<file path="src/pkg/adc_ctrl_map.vh">
// Purpose: constants for the converter sequencing control block
// Assumes: byte addressed classic wishbone, 32-bit data lanes
// Notes:   register words sit at aligned byte offsets
`ifndef ADC_CTRL_MAP_VH
`define ADC_CTRL_MAP_VH

// register byte offsets
`define ADC_OFS_CTRL        4'h0
`define ADC_OFS_RESULT      4'h4
`define ADC_ADR_W           4

// control/status field positions
`define ADC_BIT_DONE        7
`define ADC_BIT_RC          6
`define ADC_BIT_PWR         5
`define ADC_CH_HI           4
`define ADC_CH_LO           0

// reset values
`define ADC_CTRL_RST        8'h00
`define ADC_RESULT_RST      8'h00

// channel codes
`define ADC_CH_EXT_LAST     5'h04
`define ADC_CH_REF_HI       5'h10
`define ADC_CH_REF_MID      5'h11
`define ADC_CH_REF_LO       5'h12
`define ADC_CH_TEST         5'h13

// timing
`define ADC_CLK_HZ          125000000
`define ADC_CONV_MIN_HZ     1000000
`define ADC_DIV_MAX         (`ADC_CLK_HZ / `ADC_CONV_MIN_HZ)
`define ADC_BUS_DIV         3'd4
`define ADC_CONV_CYCLES     5'd31
`define ADC_STEP_FIRST      5'd1
`define ADC_STEP_LAST       5'd9

`endif

</file>
<file path="src/rtl/adc_sequencing_control.v">
// Purpose: digital sequencing of an 8-bit successive approximation
//          converter with a wishbone register interface
// Assumes: analog mux, trial d/a and comparator sit outside;
//          rc oscillator output arrives asynchronously on rc_clk_i
// Notes:   conversion clock is clk_i divided or the rc oscillator

`timescale 1ns/1ps
`include "adc_ctrl_map.vh"

module adc_sequencing_control (
    input  wire                  clk_i,
    input  wire                  sys_rst_i,
    input  wire                  ce_i,
    input  wire                  wb_cyc_i,
    input  wire                  wb_stb_i,
    input  wire                  wb_we_i,
    input  wire [`ADC_ADR_W-1:0] wb_adr_i,
    input  wire [3:0]            wb_sel_i,
    input  wire [31:0]           wb_dat_i,
    output reg  [31:0]           wb_dat_o,
    output reg                   wb_ack_o,
    input  wire                  stop_mode_i,
    input  wire                  wait_mode_i,
    input  wire                  single_chip_i,
    input  wire                  rc_clk_i,
    input  wire                  comp_i,
    output reg                   rc_osc_enable_o,
    output reg                   charge_pump_on_o,
    output reg                   comparator_on_o,
    output reg  [4:0]            mux_select_o,
    output reg                   sample_o,
    output reg  [7:0]            dac_code_o
);

    // control/status fields
    reg        conversion_done_flag;
    reg        rc_clock_select;
    reg        converter_power_on;
    reg  [4:0] channel_select;
    reg  [7:0] conversion_result;

    // conversion sequencing
    reg        running;
    reg  [4:0] step;
    reg  [7:0] trial;
    reg  [2:0] div_cnt;
    reg  [2:0] bit_idx;

    // pins from outside the clock domain, after two flip-flops; rc_s3 after three
    wire       stop_s2;
    wire       rc_s2;
    wire       comp_s2;
    wire       chip_s2;
    reg        rc_s3;

    // bus decode
    wire       bus_req;
    wire       bus_wr;
    wire       bus_rd;
    wire       hit_ctrl;
    wire       hit_result;
    wire       ctrl_write;
    wire       result_read;
    wire [7:0] ctrl_view;

    // conversion clock
    wire       bus_tick;
    wire       rc_tick;
    wire       conv_tick;
    wire       conv_enable;
    wire       at_end;
    wire       in_steps;
    wire       code_valid;
    wire       code_zero;
    wire [7:0] final_code;
    wire [7:0] kept;

    assign bus_req     = wb_cyc_i & wb_stb_i & ~wb_ack_o;
    assign bus_wr      = bus_req & wb_we_i & wb_sel_i[0];
    assign bus_rd      = bus_req & ~wb_we_i;
    assign hit_ctrl    = (wb_adr_i == `ADC_OFS_CTRL);
    assign hit_result  = (wb_adr_i == `ADC_OFS_RESULT);
    assign ctrl_write  = bus_wr & hit_ctrl;
    assign result_read = bus_rd & hit_result;

    assign ctrl_view = {conversion_done_flag,
                        rc_clock_select,
                        converter_power_on,
                        channel_select};

    // every pin from outside the clk_i domain passes two flip-flops
    pin_sync i_stop_sync (
        .clk_i     (clk_i),
        .sys_rst_i (sys_rst_i),
        .ce_i      (ce_i),
        .pin_i     (stop_mode_i),
        .level_o   (stop_s2)
    );

    pin_sync i_rc_sync (
        .clk_i     (clk_i),
        .sys_rst_i (sys_rst_i),
        .ce_i      (ce_i),
        .pin_i     (rc_clk_i),
        .level_o   (rc_s2)
    );

    pin_sync i_comp_sync (
        .clk_i     (clk_i),
        .sys_rst_i (sys_rst_i),
        .ce_i      (ce_i),
        .pin_i     (comp_i),
        .level_o   (comp_s2)
    );

    pin_sync i_chip_sync (
        .clk_i     (clk_i),
        .sys_rst_i (sys_rst_i),
        .ce_i      (ce_i),
        .pin_i     (single_chip_i),
        .level_o   (chip_s2)
    );

    // third rc stage holds the previous level for the edge detector
    always @(posedge clk_i or posedge sys_rst_i) begin
        if (sys_rst_i) begin
            rc_s3 <= 1'b0;
        end else if (ce_i) begin
            rc_s3 <= rc_s2;
        end
    end

    // bus clock path divides clk_i, still far above the 1 MHz floor
    always @(posedge clk_i or posedge sys_rst_i) begin
        if (sys_rst_i) begin
            div_cnt <= 3'd0;
        end else if (ce_i) begin
            if (div_cnt == `ADC_BUS_DIV - 3'd1) begin
                div_cnt <= 3'd0;
            end else begin
                div_cnt <= div_cnt + 3'd1;
            end
        end
    end

    assign bus_tick  = (div_cnt == `ADC_BUS_DIV - 3'd1);
    // an rc period under two clk_i cycles would lose edges: a limit
    assign rc_tick   = rc_s2 & ~rc_s3;
    // rc edges are resampled on clk_i, so results land on clk_i edges
    assign conv_tick = rc_clock_select ? rc_tick : bus_tick;

    // wait mode deliberately has no term here: conversion runs on, and
    // wait_mode_i stays unread so wait entry can never touch the flag
    assign conv_enable = running & converter_power_on
                         & ~stop_s2;

    assign at_end   = (step == `ADC_CONV_CYCLES);
    assign in_steps = (step >= `ADC_STEP_FIRST) &&
                      (step <= `ADC_STEP_LAST);

    assign code_valid = (channel_select <= `ADC_CH_EXT_LAST) ||
                        (channel_select == `ADC_CH_REF_HI) ||
                        (channel_select == `ADC_CH_REF_MID) ||
                        (channel_select == `ADC_CH_REF_LO) ||
                        (channel_select == `ADC_CH_TEST);
    assign code_zero  = ~code_valid |
                        (chip_s2 &
                         (channel_select == `ADC_CH_TEST));
    assign final_code = code_zero ? 8'h00 : trial;

    // keep the trial bit while the comparator says input is not below it
    assign kept = comp_s2 ? dac_code_o : (dac_code_o & ~(8'h01 << bit_idx));

    // conversion sequencer: step 0 samples, steps 1..9 approximate,
    // step 31 hands the result over and the next conversion follows
    always @(posedge clk_i or posedge sys_rst_i) begin
        if (sys_rst_i) begin
            step     <= 5'd0;
            trial    <= 8'h00;
            bit_idx  <= 3'd7;
            sample_o <= 1'b0;
        end else if (ce_i) begin
            sample_o <= 1'b0;
            if (ctrl_write || !conv_enable) begin
                // an aborted conversion restarts from the sample step
                step    <= 5'd0;
                trial   <= 8'h00;
                bit_idx <= 3'd7;
            end else if (conv_tick) begin
                step <= step + 5'd1;
                if (step == 5'd0) begin
                    sample_o <= 1'b1;
                    trial    <= 8'h00;
                    bit_idx  <= 3'd7;
                end else if (in_steps) begin
                    if (step != `ADC_STEP_FIRST) begin
                        trial   <= kept;
                        bit_idx <= bit_idx - 3'd1;
                    end
                end
            end
        end
    end

    // trial code to the d/a; ratiometric scaling is in the analog part
    always @(posedge clk_i or posedge sys_rst_i) begin
        if (sys_rst_i) begin
            dac_code_o <= 8'h00;
        end else if (ce_i) begin
            if (ctrl_write || !conv_enable) begin
                dac_code_o <= 8'h00;
            end else if (conv_tick) begin
                if (step == 5'd0) begin
                    dac_code_o <= 8'h00;
                end else if (step == `ADC_STEP_FIRST) begin
                    dac_code_o <= 8'h80;
                end else if (in_steps) begin
                    if (bit_idx == 3'd0) begin
                        dac_code_o <= kept;
                    end else begin
                        dac_code_o <= kept | (8'h01 << (bit_idx - 3'd1));
                    end
                end
            end
        end
    end

    // control register, result and done flag
    always @(posedge clk_i or posedge sys_rst_i) begin
        if (sys_rst_i) begin
            conversion_done_flag <= 1'b0;
            rc_clock_select      <= 1'b0;
            converter_power_on   <= 1'b0;
            channel_select       <= 5'h00;
            conversion_result    <= `ADC_RESULT_RST;
            running              <= 1'b0;
        end else if (ce_i) begin
            if (ctrl_write) begin
                rc_clock_select    <= wb_dat_i[`ADC_BIT_RC];
                converter_power_on <= wb_dat_i[`ADC_BIT_PWR];
                channel_select     <= wb_dat_i[`ADC_CH_HI:`ADC_CH_LO];
                running            <= 1'b1;
            end
            // stop does not touch any register bit
            if (conv_enable && conv_tick && at_end && !ctrl_write) begin
                conversion_result    <= final_code;
                conversion_done_flag <= 1'b1;
            end else if (ctrl_write || result_read) begin
                // a completion wins over a result read in the same cycle, but a control write wins over a completion
                conversion_done_flag <= 1'b0;
            end
        end
    end

    // stop only gates the analog enables, never the stored bits
    always @(posedge clk_i or posedge sys_rst_i) begin
        if (sys_rst_i) begin
            rc_osc_enable_o  <= 1'b0;
            charge_pump_on_o <= 1'b0;
            comparator_on_o  <= 1'b0;
            mux_select_o     <= 5'h00;
        end else if (ce_i) begin
            rc_osc_enable_o  <= rc_clock_select & ~stop_s2;
            charge_pump_on_o <= converter_power_on & ~stop_s2;
            comparator_on_o  <= converter_power_on & ~stop_s2;
            mux_select_o     <= channel_select;
        end
    end

    // wishbone slave: ack one cycle after the strobe, zero when unmapped;
    // the registered ack costs a cycle per access but keeps the decode
    // off the ack path, and the ~ack term stops a held strobe re-firing
    always @(posedge clk_i or posedge sys_rst_i) begin
        if (sys_rst_i) begin
            wb_ack_o <= 1'b0;
            wb_dat_o <= 32'h00000000;
        end else if (ce_i) begin
            wb_ack_o <= bus_req;
            if (bus_rd) begin
                if (hit_ctrl) begin
                    wb_dat_o <= {24'h000000, ctrl_view};
                end else if (hit_result) begin
                    wb_dat_o <= {24'h000000, conversion_result};
                end else begin
                    wb_dat_o <= 32'h00000000;
                end
            end
        end
    end

endmodule

// two-stage synchroniser for a level from outside the clk_i domain
module pin_sync (
    input  wire clk_i,
    input  wire sys_rst_i,
    input  wire ce_i,
    input  wire pin_i,
    output reg  level_o
);

    reg first;

    // only level_o may be read; first can go metastable
    always @(posedge clk_i or posedge sys_rst_i) begin
        if (sys_rst_i) begin
            first   <= 1'b0;
            level_o <= 1'b0;
        end else if (ce_i) begin
            first   <= pin_i;
            level_o <= first;
        end
    end

endmodule

</file>
<file path="config.mk">
export PLATFORM = sky130hd
export DESIGN_NAME = adc_sequencing_control
export DESIGN_NICKNAME = d
export VERILOG_FILES = /design/src/rtl/adc_sequencing_control.v
export VERILOG_INCLUDE_DIRS = /design/src /design/src/pkg
export SDC_FILE = /design/constraint.sdc
export NUM_CORES = 1
export LEC_CHECK = 0
export BUFFER_PORTS_ARGS = -buffer_cell sky130_fd_sc_hd__buf_2
export CAP_MARGIN = 20
export CORE_MARGIN = 4
export CORE_UTILIZATION = 30
export CTS_CLUSTER_DIAMETER = 40
export DETAILED_ROUTE_END_ITERATION = 10
export GPL_TIMING_DRIVEN = 0
export HOLD_SLACK_MARGIN = 0.08
export PLACE_DENSITY = 0.56
export SLEW_MARGIN = 20
export SYNTH_ARGS = -nofsm -noshare
export SYNTH_HDL_FRONTEND = slang
export SYNTH_SLANG_ARGS = --single-unit
</file>
<file path="constraint.sdc">
create_clock -name clk_i -period 2.4 [get_ports clk_i]
set_clock_uncertainty 0.15 [all_clocks]
set_input_delay 0 -clock clk_i [delete_from_list [all_inputs] [get_ports clk_i]]
set_output_delay 0 -clock clk_i [all_outputs]
set_load 0.1 [all_outputs]
</file>
==> results of run 1 <==
-- through the flow --
step	cells	util [%]	setup TNS (ns)
after floorplan	367	-	-0.0687
after global placement	557	35.6	-30.97
after detailed placement	558	35.8	-2.85
after CTS	587	40.0	0
after global routing	589	40.6	-0.0800
final	589	40.6	0
-- routing by layer --
metal / up-vias / routed length [µm] / share of wire, %
met5: - / 0 / 0
met4: 0 / 113 / 1.3
met3: 10 / 333 / 4.0
met2: 62 / 4230 / 51
met1: 1321 / 3690 / 44
li1: 1354 / - / -
-- power groups by stage --
| stage | combinational, W | clock [W] | sequential [W] |
|---|---|---|---|
| finish | 0.000526 | 0.00142 | 0.00128 |
| global route | 0.000560 | 0.00151 | 0.00128 |
| CTS | 0.000524 | 0.00146 | 0.00128 |
| detailed placement | 0.000504 | 0 | 0.00130 |
| global placement | 0.000492 | 0 | 0.00129 |
| floorplan | 0.000357 | 0 | 0.00136 |
-- layout make-up --
type | count | area share [%]
Clock buffer | 9 | 4.77
Tap cell | 143 | 3.79
Multi-Input combinational cell | 241 | 36.7
Timing Repair Buffer | 63 | 8.44
Inverter | 18 | 1.49
Sequential cell | 70 | 37.3
Buffer | 38 | 5.49
Clock inverter | 7 | 2.10
-- registers in the layout, indices dropped and copies added, names as in the netlist, 3 cells and up --
register / flops
bit_idx: 3
channel_select: 5
conversion_result: 8
dac_code_o: 8
div_cnt: 3
mux_select_o: 5
step: 5
trial: 8
wb_dat_o: 8
-- cells by family (layout without fill, tap and decap cells) --
kind of cell	Yosys count	count (layout)
adders and majority gates	11	11
xor gates and xnor gates	2	2
other	1	24
DFF	70	70
muxes	38	38
and+or+nand+nor	100	100
buffers and inverters	56	135
AOI/OAI and AO/OA	66	66
-- cell usage after synthesis (2+ instances only) --
| library cell | count |
|---|---|
| nand4_1 | 4 |
| buf_4 | 25 |
| o211ai_1 | 2 |
| dfrtp_1 | 67 |
| xnor2_1 | 2 |
| and2_1 | 2 |
| dfstp_2 | 3 |
| ha_1 | 11 |
| a21boi_0 | 5 |
| nor3_1 | 2 |
| nor2b_1 | 2 |
| o22ai_1 | 2 |
| buf_2 | 2 |
| a221o_1 | 3 |
| and3_1 | 4 |
| nor4_1 | 2 |
| a22o_1 | 2 |
| buf_1 | 2 |
| nand2_1 | 46 |
| a31o_2 | 2 |
| o2bb2ai_1 | 2 |
| mux2_2 | 30 |
| nand2b_1 | 4 |
| buf_6 | 2 |
| a21oi_1 | 5 |
| nor2_1 | 14 |
| nand3_1 | 2 |
| clkbuf_1 | 7 |
| inv_1 | 18 |
| nand3b_1 | 4 |
| or2_2 | 6 |
| mux2i_1 | 8 |
| o21ai_0 | 21 |
| a31oi_1 | 2 |
| o31ai_1 | 10 |
-- worst max-delay path, stage by stage (launching register included) --
cell and delay [ns]:
dfrtp_1 0.41, inv_1 0.10, ha_2 0.24, inv_1 0.09
a31o_4 0.26, o211a_4 0.27, or2_0 0.20, buf_4 0.17
a221o_1 0.34
-- timing repair --
item                                    in CTS  in global routing
endpoints found under the setup margin      17                 21
pin swaps                                    1                  1
resized for setup                            5                 16
gates cloned                                 0                  0
hold endpoints to repair                    78                  0
hold buffers                                12                  0
buffers inserted                             1                  2
-- path summary, 6_finish.rpt --
check | start | slack, ns | end
max reg2reg | step[1] | 0.05 | dac_code_o[2]
min | wb_adr_i[2] | 0.10 | step[3]
max | step[1] | 0.05 | dac_code_o[2]
max in group asynchronous | sys_rst_i | 1.39 | bit_idx[2]
min in group asynchronous | sys_rst_i | 0.11 | i_rc_sync.first
min reg2reg | running | 0.32 | running
==> out/metrics.cfg, run 1 <==
[cells_and_area]
final_common_cell = dfrtp_1
final_cell_mix = 65 x dfrtp_1, 49 x buf_2, 46 x nand2_1
final_area_um2 = 4720
drive_above_1_share_pct = 34.5
syn2layout_area_growth_pct = 30.1
multiInputGateArea_um2 = 1730
n_fill_cell = 1154
nNetsFinal = 503
diodes = 0
seq_area_um2 = 1760

[yosys]
synthArstFlopShare_pct = 100
synth_top_family_by_area = simple AND/OR/NAND/NOR gates
synthesis.area_um2 = 3630
synth_top_cell_area_share_pct = 46.2
yosysWarnings = 0
muxShareOfSynthArea_pct = 11.5
synth_ff_type = dfrtp_1
synthDistinctLibCells = 54
synth_top_cell_by_area = dfrtp_1
syn_avg_cell_area_um2 = 10.5
syn_inst = 344
ys_ff_latch = 70
synth_compound_area_share_pct = 13.0
synthTopCellsByArea = dfrtp_1 46%, mux2_2 9.3%, buf_4 5.2%
ys_seq_area_share_pct = 48.4
yosys.area_share.adder_pct = 3.80
synth-xor-area-share_pct = 0.483
synth_edf_count = 0
synth-simple-area-share_pct = 13.8

[clock_network]
cts_tree = yes
numCtsBuffers = 9
path_clk_slew_ns = 0.06
cts_root_buffer = clkbuf_16
cts_htree_levels = 3
clk_latency_ns = 0.33
clockBufferDepth = 2
numClockSinks = 70

[pwr]
power_frac_comb_pct = 16.3
p_int_w = 0.00230
p_per_area_nw_per_um2 = 684
swShare_pct = 28.6
seqPwrFrac_pct = 39.5
clockPowerShare_pct = 44.1
total_power_w = 0.00323
ir_drop_v = 0.000339
power.switching_w = 0.000923
p_leak_nw = 2.27

[setup_path]
crit_required_ns = 2.46
cp-start-kind = flop
arrival_ns = 2.41
cp_max_fo = 6
path_class = flop to flop
worst_setup_path_end_kind = flop
reg2reg_depth = 8

[grt]
grt_use_met2_pct = 20.7
grt.busiest_layer = met2
antenna_found_initial = 0
grt_pass1_vias = 2773
grt_max_degree = 37
met1_usage_pct = 15.9
grt_pass1_wl_um = 14100
track_usage_pct = 12.4
met3_usage_pct = 2.74
grt-ovfl-total = 0

[place]
dp_slack_ns = -0.322
dp_hpwl_um = 6130
portBuffers = 47
dpl_cell_area_um2 = 4160
place.gp.congestion = 0.848

[status]
status = complete, no violations

[route]
finalWirelength_um = 8380
drt_iter0_drc = 214
via_per_inst = 4.66
wire_per_inst_um = 14.2
firstDrtPassIters = 5
drc = 0
via_count = 2747
drtAntennaViolNets = 0

[sta]
postLayoutSetupSlackWorst_ns = 0.0513
slew_headroom_pct = 33.4
slew_violations = 0
holdWs_ns = 0.102
max_freq_ghz = 0.426
timing.final.hold_violations = 0
rsz0062_at_grt = yes
tightest_slew_ns = 0.993
fin_crit_ns = 2.35
fin_crit_sh_pct = 97.9
setup_viol = 0

[flow_run]
max_cap_viol_count = 0

[floorplanning]
die_area_um2 = 13900
initial_core_util_pct = 31.2
die_h_um = 118
io_pins = 101
die_x_um = 118
core_area_um2 = 11600
rows = 39

[min_path]
hold_path.class = primary input to flop
whs_path_depth = 4

(Power assumes the default switching activity.)
==> run 2, diff against run 1 <==
- CTS_BUF_LIST: default -> sky130_fd_sc_hd__clkbuf_8
- PLACE_DENSITY: 0.56 -> 0.54
- clock period: 2.4 -> 2.5 ns (I/O delays scaled with it)
==> run 2 against run 1 <==
Maximum frequency shrank 1.4%; first-iteration DRC count down 9.3%; global-route usage about the same; critical endpoint unchanged.
==> out/metrics.cfg, run 2 (synthesis gave the netlist of run 1 again) <==
[status]
status = complete, no violations  ; unchanged

[sta]
setup_viol = 0  ; unchanged
fin_crit_ns = 2.38  ; was 2.35 ns
slew_headroom_pct = 33.7  ; was 33.4%
tightest_slew_ns = 0.989  ; was 0.993 ns
max_freq_ghz = 0.420  ; was 0.426 GHz
timing.final.hold_violations = 0  ; unchanged
setup_tns_ns = 0  ; unchanged
slew_violations = 0  ; unchanged
fin_crit_sh_pct = 95.3  ; was 97.9%
postLayoutSetupSlackWorst_ns = 0.118  ; was 0.0513 ns

[setup_path]
cp_slowest_cell = dfrtp_1  ; unchanged
cp_slowest_stage_delay_ns = 0.47  ; was 0.41 ns
arrival_ns = 2.46  ; was 2.41 ns
cp_cell_sequence = nor3_1 > nand2_1 > o211a_1 > or2_0 > buf_2 > a221o_1  ; was inv_1 > ha_2 > inv_1 > a31o_4 > o211a_4 > or2_0 > buf_4 > a221o_1
path_buf_inv = 1  ; was 3
worst_setup_path_end_kind = flop  ; unchanged
reg2reg_depth = 6  ; was 8
cp_max_fo = 7  ; was 6
crit_required_ns = 2.58  ; was 2.46 ns
path_class = flop to flop  ; unchanged
cp-start-kind = flop  ; unchanged
path_depth = 6  ; was 8
cp_top_family = simple AND/OR/NAND/NOR gates  ; was compound AO/OA/AOI/OAI gates

[grt]
grt_pass1_wl_um = 14000  ; was 14100 µm
grt-ovfl-total = 0  ; unchanged
track_usage_pct = 12.4  ; about the same
grt_pass1_vias = 2885  ; was 2773
grt_max_degree = 57  ; was 37
antenna_found_initial = 0  ; unchanged

[clock_network]
cts_tree = yes  ; unchanged
cts_root_buffer = clkbuf_8  ; was clkbuf_16
numClockSinks = 70  ; unchanged
cts_htree_levels = 3  ; unchanged
path_clk_slew_ns = 0.09  ; was 0.06 ns
clockBufferDepth = 2  ; unchanged
clk_latency_ns = 0.36  ; was 0.33 ns
numCtsBuffers = 9  ; unchanged

[route]
drtAntennaViolNets = 0  ; unchanged
via_per_inst = 4.67  ; was 4.66
wl_met1_um = 3710  ; was 3690 µm
drc = 0  ; unchanged
drt_iter0_drc = 194  ; was 214
route.met3.wl_um = 374  ; was 333 µm
firstDrtPassIters = 4  ; was 5
via_count = 2767  ; was 2747
highest_layer = met4  ; unchanged
wire_per_inst_um = 14.4  ; was 14.2 µm
route.met2.wl_um = 4320  ; was 4230 µm
finalWirelength_um = 8500  ; was 8380 µm

[pwr]
p_leak_nw = 2.24  ; was 2.27 nW
p_int_w = 0.00191  ; was 0.00230 W
ir_drop_v = 0.000212  ; was 0.000339 V
clockPowerShare_pct = 38.1  ; was 44.1%
p_per_area_nw_per_um2 = 606  ; was 684 nW/µm²
power_frac_comb_pct = 18.2  ; was 16.3%
power.switching_w = 0.000883  ; was 0.000923 W
swShare_pct = 31.6  ; was 28.6%
seqPwrFrac_pct = 43.7  ; was 39.5%

[floorplanning]
core_area_um2 = 11600  ; unchanged
io_pins = 101  ; unchanged
rows = 39  ; unchanged
die_x_um = 118  ; unchanged
die_h_um = 118  ; unchanged
initial_core_util_pct = 31.2  ; unchanged
die_area_um2 = 13900  ; unchanged

[flow_run]
max_cap_viol_count = 0  ; unchanged

[cells_and_area]
diodes = 0  ; unchanged
drive_above_1_share_pct = 32.5  ; was 34.5%
syn2layout_area_growth_pct = 27.1  ; was 30.1%
final_common_cell = dfrtp_1  ; unchanged
final_area_um2 = 4610  ; was 4720 µm²
nNetsFinal = 506  ; was 503
final_cell_mix = 66 x dfrtp_1, 49 x buf_2, 46 x nand2_1  ; was 65 x dfrtp_1, 49 x buf_2, 46 x nand2_1

[place]
dpl_cell_area_um2 = 4170  ; was 4160 µm²
portBuffers = 47  ; unchanged
place.gp.congestion = 0.834  ; was 0.848
dp_hpwl_um = 6150  ; was 6130 µm
dp_slack_ns = -0.195  ; was -0.322 ns

[min_path]
whs_path_depth = 4  ; unchanged
hold_path.class = primary input to flop  ; unchanged

## run 2: cell types whose count changed in the layout (fill, tap and decap cells not counted), moves of 2 or more
| cell | previous run | this run |
|---|---|---|
| clkbuf_16 | 9 | 0 |
| clkbuf_8 | 0 | 9 |
| dlygate4sd3_1 | 12 | 16 |
| inv_6 | 0 | 3 |
| buf_4 | 29 | 27 |
| clkbuf_1 | 5 | 7 |
## run 2: power groups by stage
| stage | clock, W | combinational, W | sequential (W) |
|---|---|---|---|
| 5_1_grt | 0.00113 | 0.000542 | 0.00123 |
| 4_1_cts | 0.00109 | 0.000507 | 0.00122 |
| 3_5_place_dp | 0 | 0.000486 | 0.00124 |
| 3_3_place_gp | 0 | 0.000472 | 0.00124 |
| 6_report | 0.00106 | 0.000508 | 0.00122 |
| 2_1_floorplan | 0 | 0.000342 | 0.00130 |
## run 2: worst reg2reg max path: stages (launching register included)
cell     delay, ns
dfrtp_1       0.47
nor3_1        0.41
nand2_1       0.27
o211a_1       0.24
or2_0         0.20
buf_2         0.16
a221o_1       0.36
## run 2: area by class of cell
cell class | instances | area [µm²]
inverters | 18 | 70.1
repair buffers | 66 | 438
plain buffers | 38 | 254
well taps | 143 | 179
flip-flops and latches | 70 | 1760
multi-input cells | 241 | 1680
clock buffers | 9 | 124
fillers | 1144 | 7010
clock inverters | 7 | 104
## run 2: stage by stage
stage          hold slack (ns)  total power (W)  util [%]  cells
2_1_floorplan          -0.0332          0.00164         -    367
3_3_place_gp            0.0718          0.00171      35.6    557
4_1_cts                 0.0813          0.00282      39.4    590
3_5_place_dp            -0.205          0.00173      35.9    558
5_1_grt                  0.109          0.00290      39.7    592
6_report                0.0971          0.00279      39.7    592
## run 2: routing by layer
layer | track usage (%) | up-vias
li1 | - | 1362
met2 | 22.0 | 57
met3 | 3.60 | 10
met4 | 4.10 | 0
met1 | 14.3 | 1338
met5 | 0 | -
## run 2: what timing repair did
action	CTS	global route
gates cloned	0	0
endpoints found under the setup margin	15	4
resized for setup	3	3
hold endpoints to repair	89	0
hold buffers	16	0
buffers inserted	0	2
pin swaps	0	1
## run 2: final timing paths
path,startpoint,end,slack [ns]
max in group asynchronous,sys_rst_i,bit_idx[2],1.06
worst min-delay path,wb_we_i,rc_clock_select,0.1
worst min register to register,running,running,0.32
min in group asynchronous,sys_rst_i,i_comp_sync.first,0.56
worst max-delay path,step[3],dac_code_o[2],0.12
worst max register to register,step[3],dac_code_o[2],0.12
==> run 3, diff against run 2 <==
- ABC_AREA: default -> 1
- CORE_MARGIN: 4 -> default
==> run 3 against run 2 <==
Clock-buffer cell count grew 1; via count grew 15%; total power grew 58%; synthesized area grew 2.8%; sequential cell count is the same; critical endpoint is now wb_dat_o[4]; largest power group is now combinational logic.
==> out/metrics.cfg, run 3 <==
[floorplanning]
die_area_um2 = 12900  ; was 13900 µm²
core_area_um2 = 12100  ; was 11600 µm²
initial_core_util_pct = 30.9  ; was 31.2%
die_h_um = 113  ; was 118 µm
rows = 40  ; was 39
die_x_um = 113  ; was 118 µm
io_pins = 101  ; unchanged

[yosys]
synthTopCellsByArea = dfrtp_1 45%, nand2_1 11%, nand3_1 7.2%  ; was dfrtp_1 46%, mux2_2 9.3%, buf_4 5.2%
syn_avg_cell_area_um2 = 8.30  ; was 10.5 µm²
yosys-top-cells-count = 109 x nand2_1, 67 x dfrtp_1, 54 x nand3_1  ; was 67 x dfrtp_1, 46 x nand2_1, 30 x mux2_2
yosys.area_share.adder_pct = 3.69  ; was 3.80%
yosysWarnings = 0  ; unchanged
ys_ff_latch = 70  ; unchanged
synthArstFlopShare_pct = 100  ; unchanged
synth_most_common_cell = nand2_1  ; was dfrtp_1
synthesis.area_um2 = 3730  ; was 3630 µm²
synth_edf_count = 0  ; unchanged
synth-simple-area-share_pct = 28.0  ; was 13.8%
synth_compound_area_share_pct = 8.02  ; was 13.0%
synth_ff_type = dfrtp_1  ; unchanged
muxShareOfSynthArea_pct = 0.604  ; was 11.5%
synth_top_cell_area_share_pct = 45.0  ; was 46.2%
synth-xor-area-share_pct = 0  ; was 0.483%
synth_top_family_by_area = simple AND/OR/NAND/NOR gates  ; unchanged
ys_seq_area_share_pct = 47.1  ; was 48.4%
synthDistinctLibCells = 32  ; was 54
syn_inst = 449  ; was 344
synth_top_cell_by_area = dfrtp_1  ; unchanged

[cells_and_area]
nNetsFinal = 622  ; was 506
final_common_cell = nand2_1  ; was dfrtp_1
diodes = 0  ; unchanged
syn2layout_area_growth_pct = 29.6  ; was 27.1%
n_fill_cell = 1223  ; was 1144
multiInputGateArea_um2 = 1590  ; was 1680 µm²
drive_above_1_share_pct = 21.8  ; was 32.5%
seq_area_um2 = 1760  ; about the same
utilization_pct = 40.1  ; was 39.7%
final_cell_mix = 109 x nand2_1, 67 x dfrtp_1, 54 x nand3_1  ; was 66 x dfrtp_1, 49 x buf_2, 46 x nand2_1

[setup_path]
r2r_start = wb_ack_o  ; was step[3]
cp_max_fo = 10  ; was 7
crit_required_ns = 2.60  ; was 2.58 ns
path_class = flop to flop  ; unchanged
arrival_ns = 2.40  ; was 2.46 ns
startpoint = wb_ack_o  ; was step[3]
cp-start-kind = flop  ; unchanged
worst_setup_path_end_kind = flop  ; unchanged

[grt]
grt-ovfl-total = 0  ; unchanged
grt_pass1_vias = 3153  ; was 2885
grt_max_degree = 55  ; was 57
antenna_found_initial = 0  ; unchanged
grt_pass1_wl_um = 15000  ; was 14000 µm
track_usage_pct = 14.9  ; was 12.4%

[clock_network]
path_clk_slew_ns = 0.08  ; was 0.09 ns
cts_tree = yes  ; unchanged
numCtsBuffers = 9  ; unchanged
cts_root_buffer = clkbuf_8  ; unchanged
postCtsSetupBuffers = 0  ; unchanged
clockBufferDepth = 2  ; unchanged
numClockSinks = 70  ; unchanged
cts_htree_levels = 3  ; unchanged
clk_latency_ns = 0.36  ; about the same

[route]
drtAntennaViolNets = 0  ; unchanged
via_count = 3185  ; was 2767
wire_per_inst_um = 11.9  ; was 14.4 µm
via_per_inst = 4.35  ; was 4.67
drc = 0  ; unchanged
finalWirelength_um = 8750  ; was 8500 µm
drt_iter0_drc = 166  ; was 194
firstDrtPassIters = 4  ; unchanged

[pwr]
power.switching_w = 0.00195  ; was 0.000883 W
p_int_w = 0.00247  ; was 0.00191 W
ir_drop_v = 0.000454  ; was 0.000212 V
p_per_area_nw_per_um2 = 915  ; was 606 nW/µm²
p_leak_nw = 2.48  ; was 2.24 nW
swShare_pct = 44.0  ; was 31.6%
power_frac_comb_pct = 41.7  ; was 18.2%
clockPowerShare_pct = 25.9  ; was 38.1%
seqPwrFrac_pct = 32.4  ; was 43.7%

[sta]
tightest_slew_ns = 0.659  ; was 0.989 ns
setup_viol = 0  ; unchanged
setup_tns_ns = 0  ; unchanged
rsz0062_at_grt = no
timing.final.hold_violations = 0  ; unchanged
fin_crit_sh_pct = 91.9  ; was 95.3%
slew_violations = 0  ; unchanged
max_freq_ghz = 0.435  ; was 0.420 GHz
fin_crit_ns = 2.30  ; was 2.38 ns
slew_headroom_pct = 56.0  ; was 33.7%

[place]
portBuffers = 46  ; was 47
place.gp.congestion = 0.915  ; was 0.834
dp_hpwl_um = 6210  ; was 6150 µm

[min_path]
hold_path.class = primary input to flop  ; unchanged
hold_path.startpoint = wb_cyc_i  ; was wb_we_i

[status]
status = complete, no violations  ; unchanged

[flow_run]
max_cap_viol_count = 0  ; unchanged

[run 3: changes by cell type after synthesis, moves of 6 or more]
cell and change:
mux2i_1 -8, nand3_1 +52, or2_2 -6, a21oi_1 +7, mux2_2 -28, nor2_1 +26
o31ai_1 -10, inv_1 +26, o21ai_0 +11, nand2_1 +63
[run 3: routing by layer]
layer  track usage, %  routed length (µm)
met1             18.6                4040
met2             24.5                4130
met3             3.61                 329
met4             6.58                 251
met5                0                   0
[run 3: repair_timing]
| action | 4_1_cts | 5_1_grt |
|---|---|---|
| hold endpoints to repair | 104 | 0 |
| gates resized for setup | 0 | 0 |
| hold buffers | 30 | 0 |
[run 3: per-stage QoR]
stage	std cells	power [W]	cell area (µm²)	worst slack, ns	hold WS (ns)
after global placement	686	0.00323	4260	-0.381	0.0615
after CTS	733	0.00445	4830	0.251	0.0832
after global routing	733	0.00472	4830	0.0213	0.133
final	733	0.00442	4830	0.203	0.0775
after floorplan	472	0.00293	3810	0.390	-0.0404
after detailed placement	687	0.00326	4290	0.475	-0.189
[run 3: cell families (layout without fill, tap and decap cells)]
kind of cell    after synthesis  after routing
compound gates               54             54
fa+ha+maj                    11             11
buf+inv                      85            178
flops                        70             70
mux                           2              2
other cells                   1             24
simple gates                226            226
[run 3: layout make-up]
| type | instances | area share, % |
|---|---|---|
| flip-flops and latches | 70 | 36.3 |
| inverters | 45 | 3.55 |
| clock inverters | 6 | 2.25 |
| plain buffers | 40 | 6.14 |
| well taps | 168 | 4.35 |
| clock buffers | 10 | 2.85 |
| repair buffers | 77 | 11.5 |
| multi-input cells | 317 | 33.0 |
[run 3: critical path, stage by stage (launching register included)]
cell           delay (ns)
dfrtp_1              0.40
inv_1                0.09
nand4_1              0.10
nor2_1               0.26
buf_2                0.27
inv_1                0.15
a21oi_1              0.15
a21oi_1              0.08
dlygate4sd3_1        0.55
[run 3: power by group through the flow]
stage	Sequential (W)	Combinational (W)	Clock [W]
CTS	0.00144	0.00184	0.00117
floorplan	0.00188	0.00105	0
global placement	0.00145	0.00178	0
detailed placement	0.00146	0.00180	0
global route	0.00146	0.00202	0.00123
finish	0.00143	0.00184	0.00115
[run 3: final timing paths]
check                           cells past startpoint  slack (ns)                    to
worst min register to register                      2        0.33              trial[7]
worst max-delay path                                8        0.20           wb_dat_o[4]
worst max register to register                      8        0.20           wb_dat_o[4]
min in group asynchronous                           4        0.56     i_comp_sync.first
max in group asynchronous                           5        1.12              trial[1]
worst min-delay path                                6        0.08  conversion_done_flag
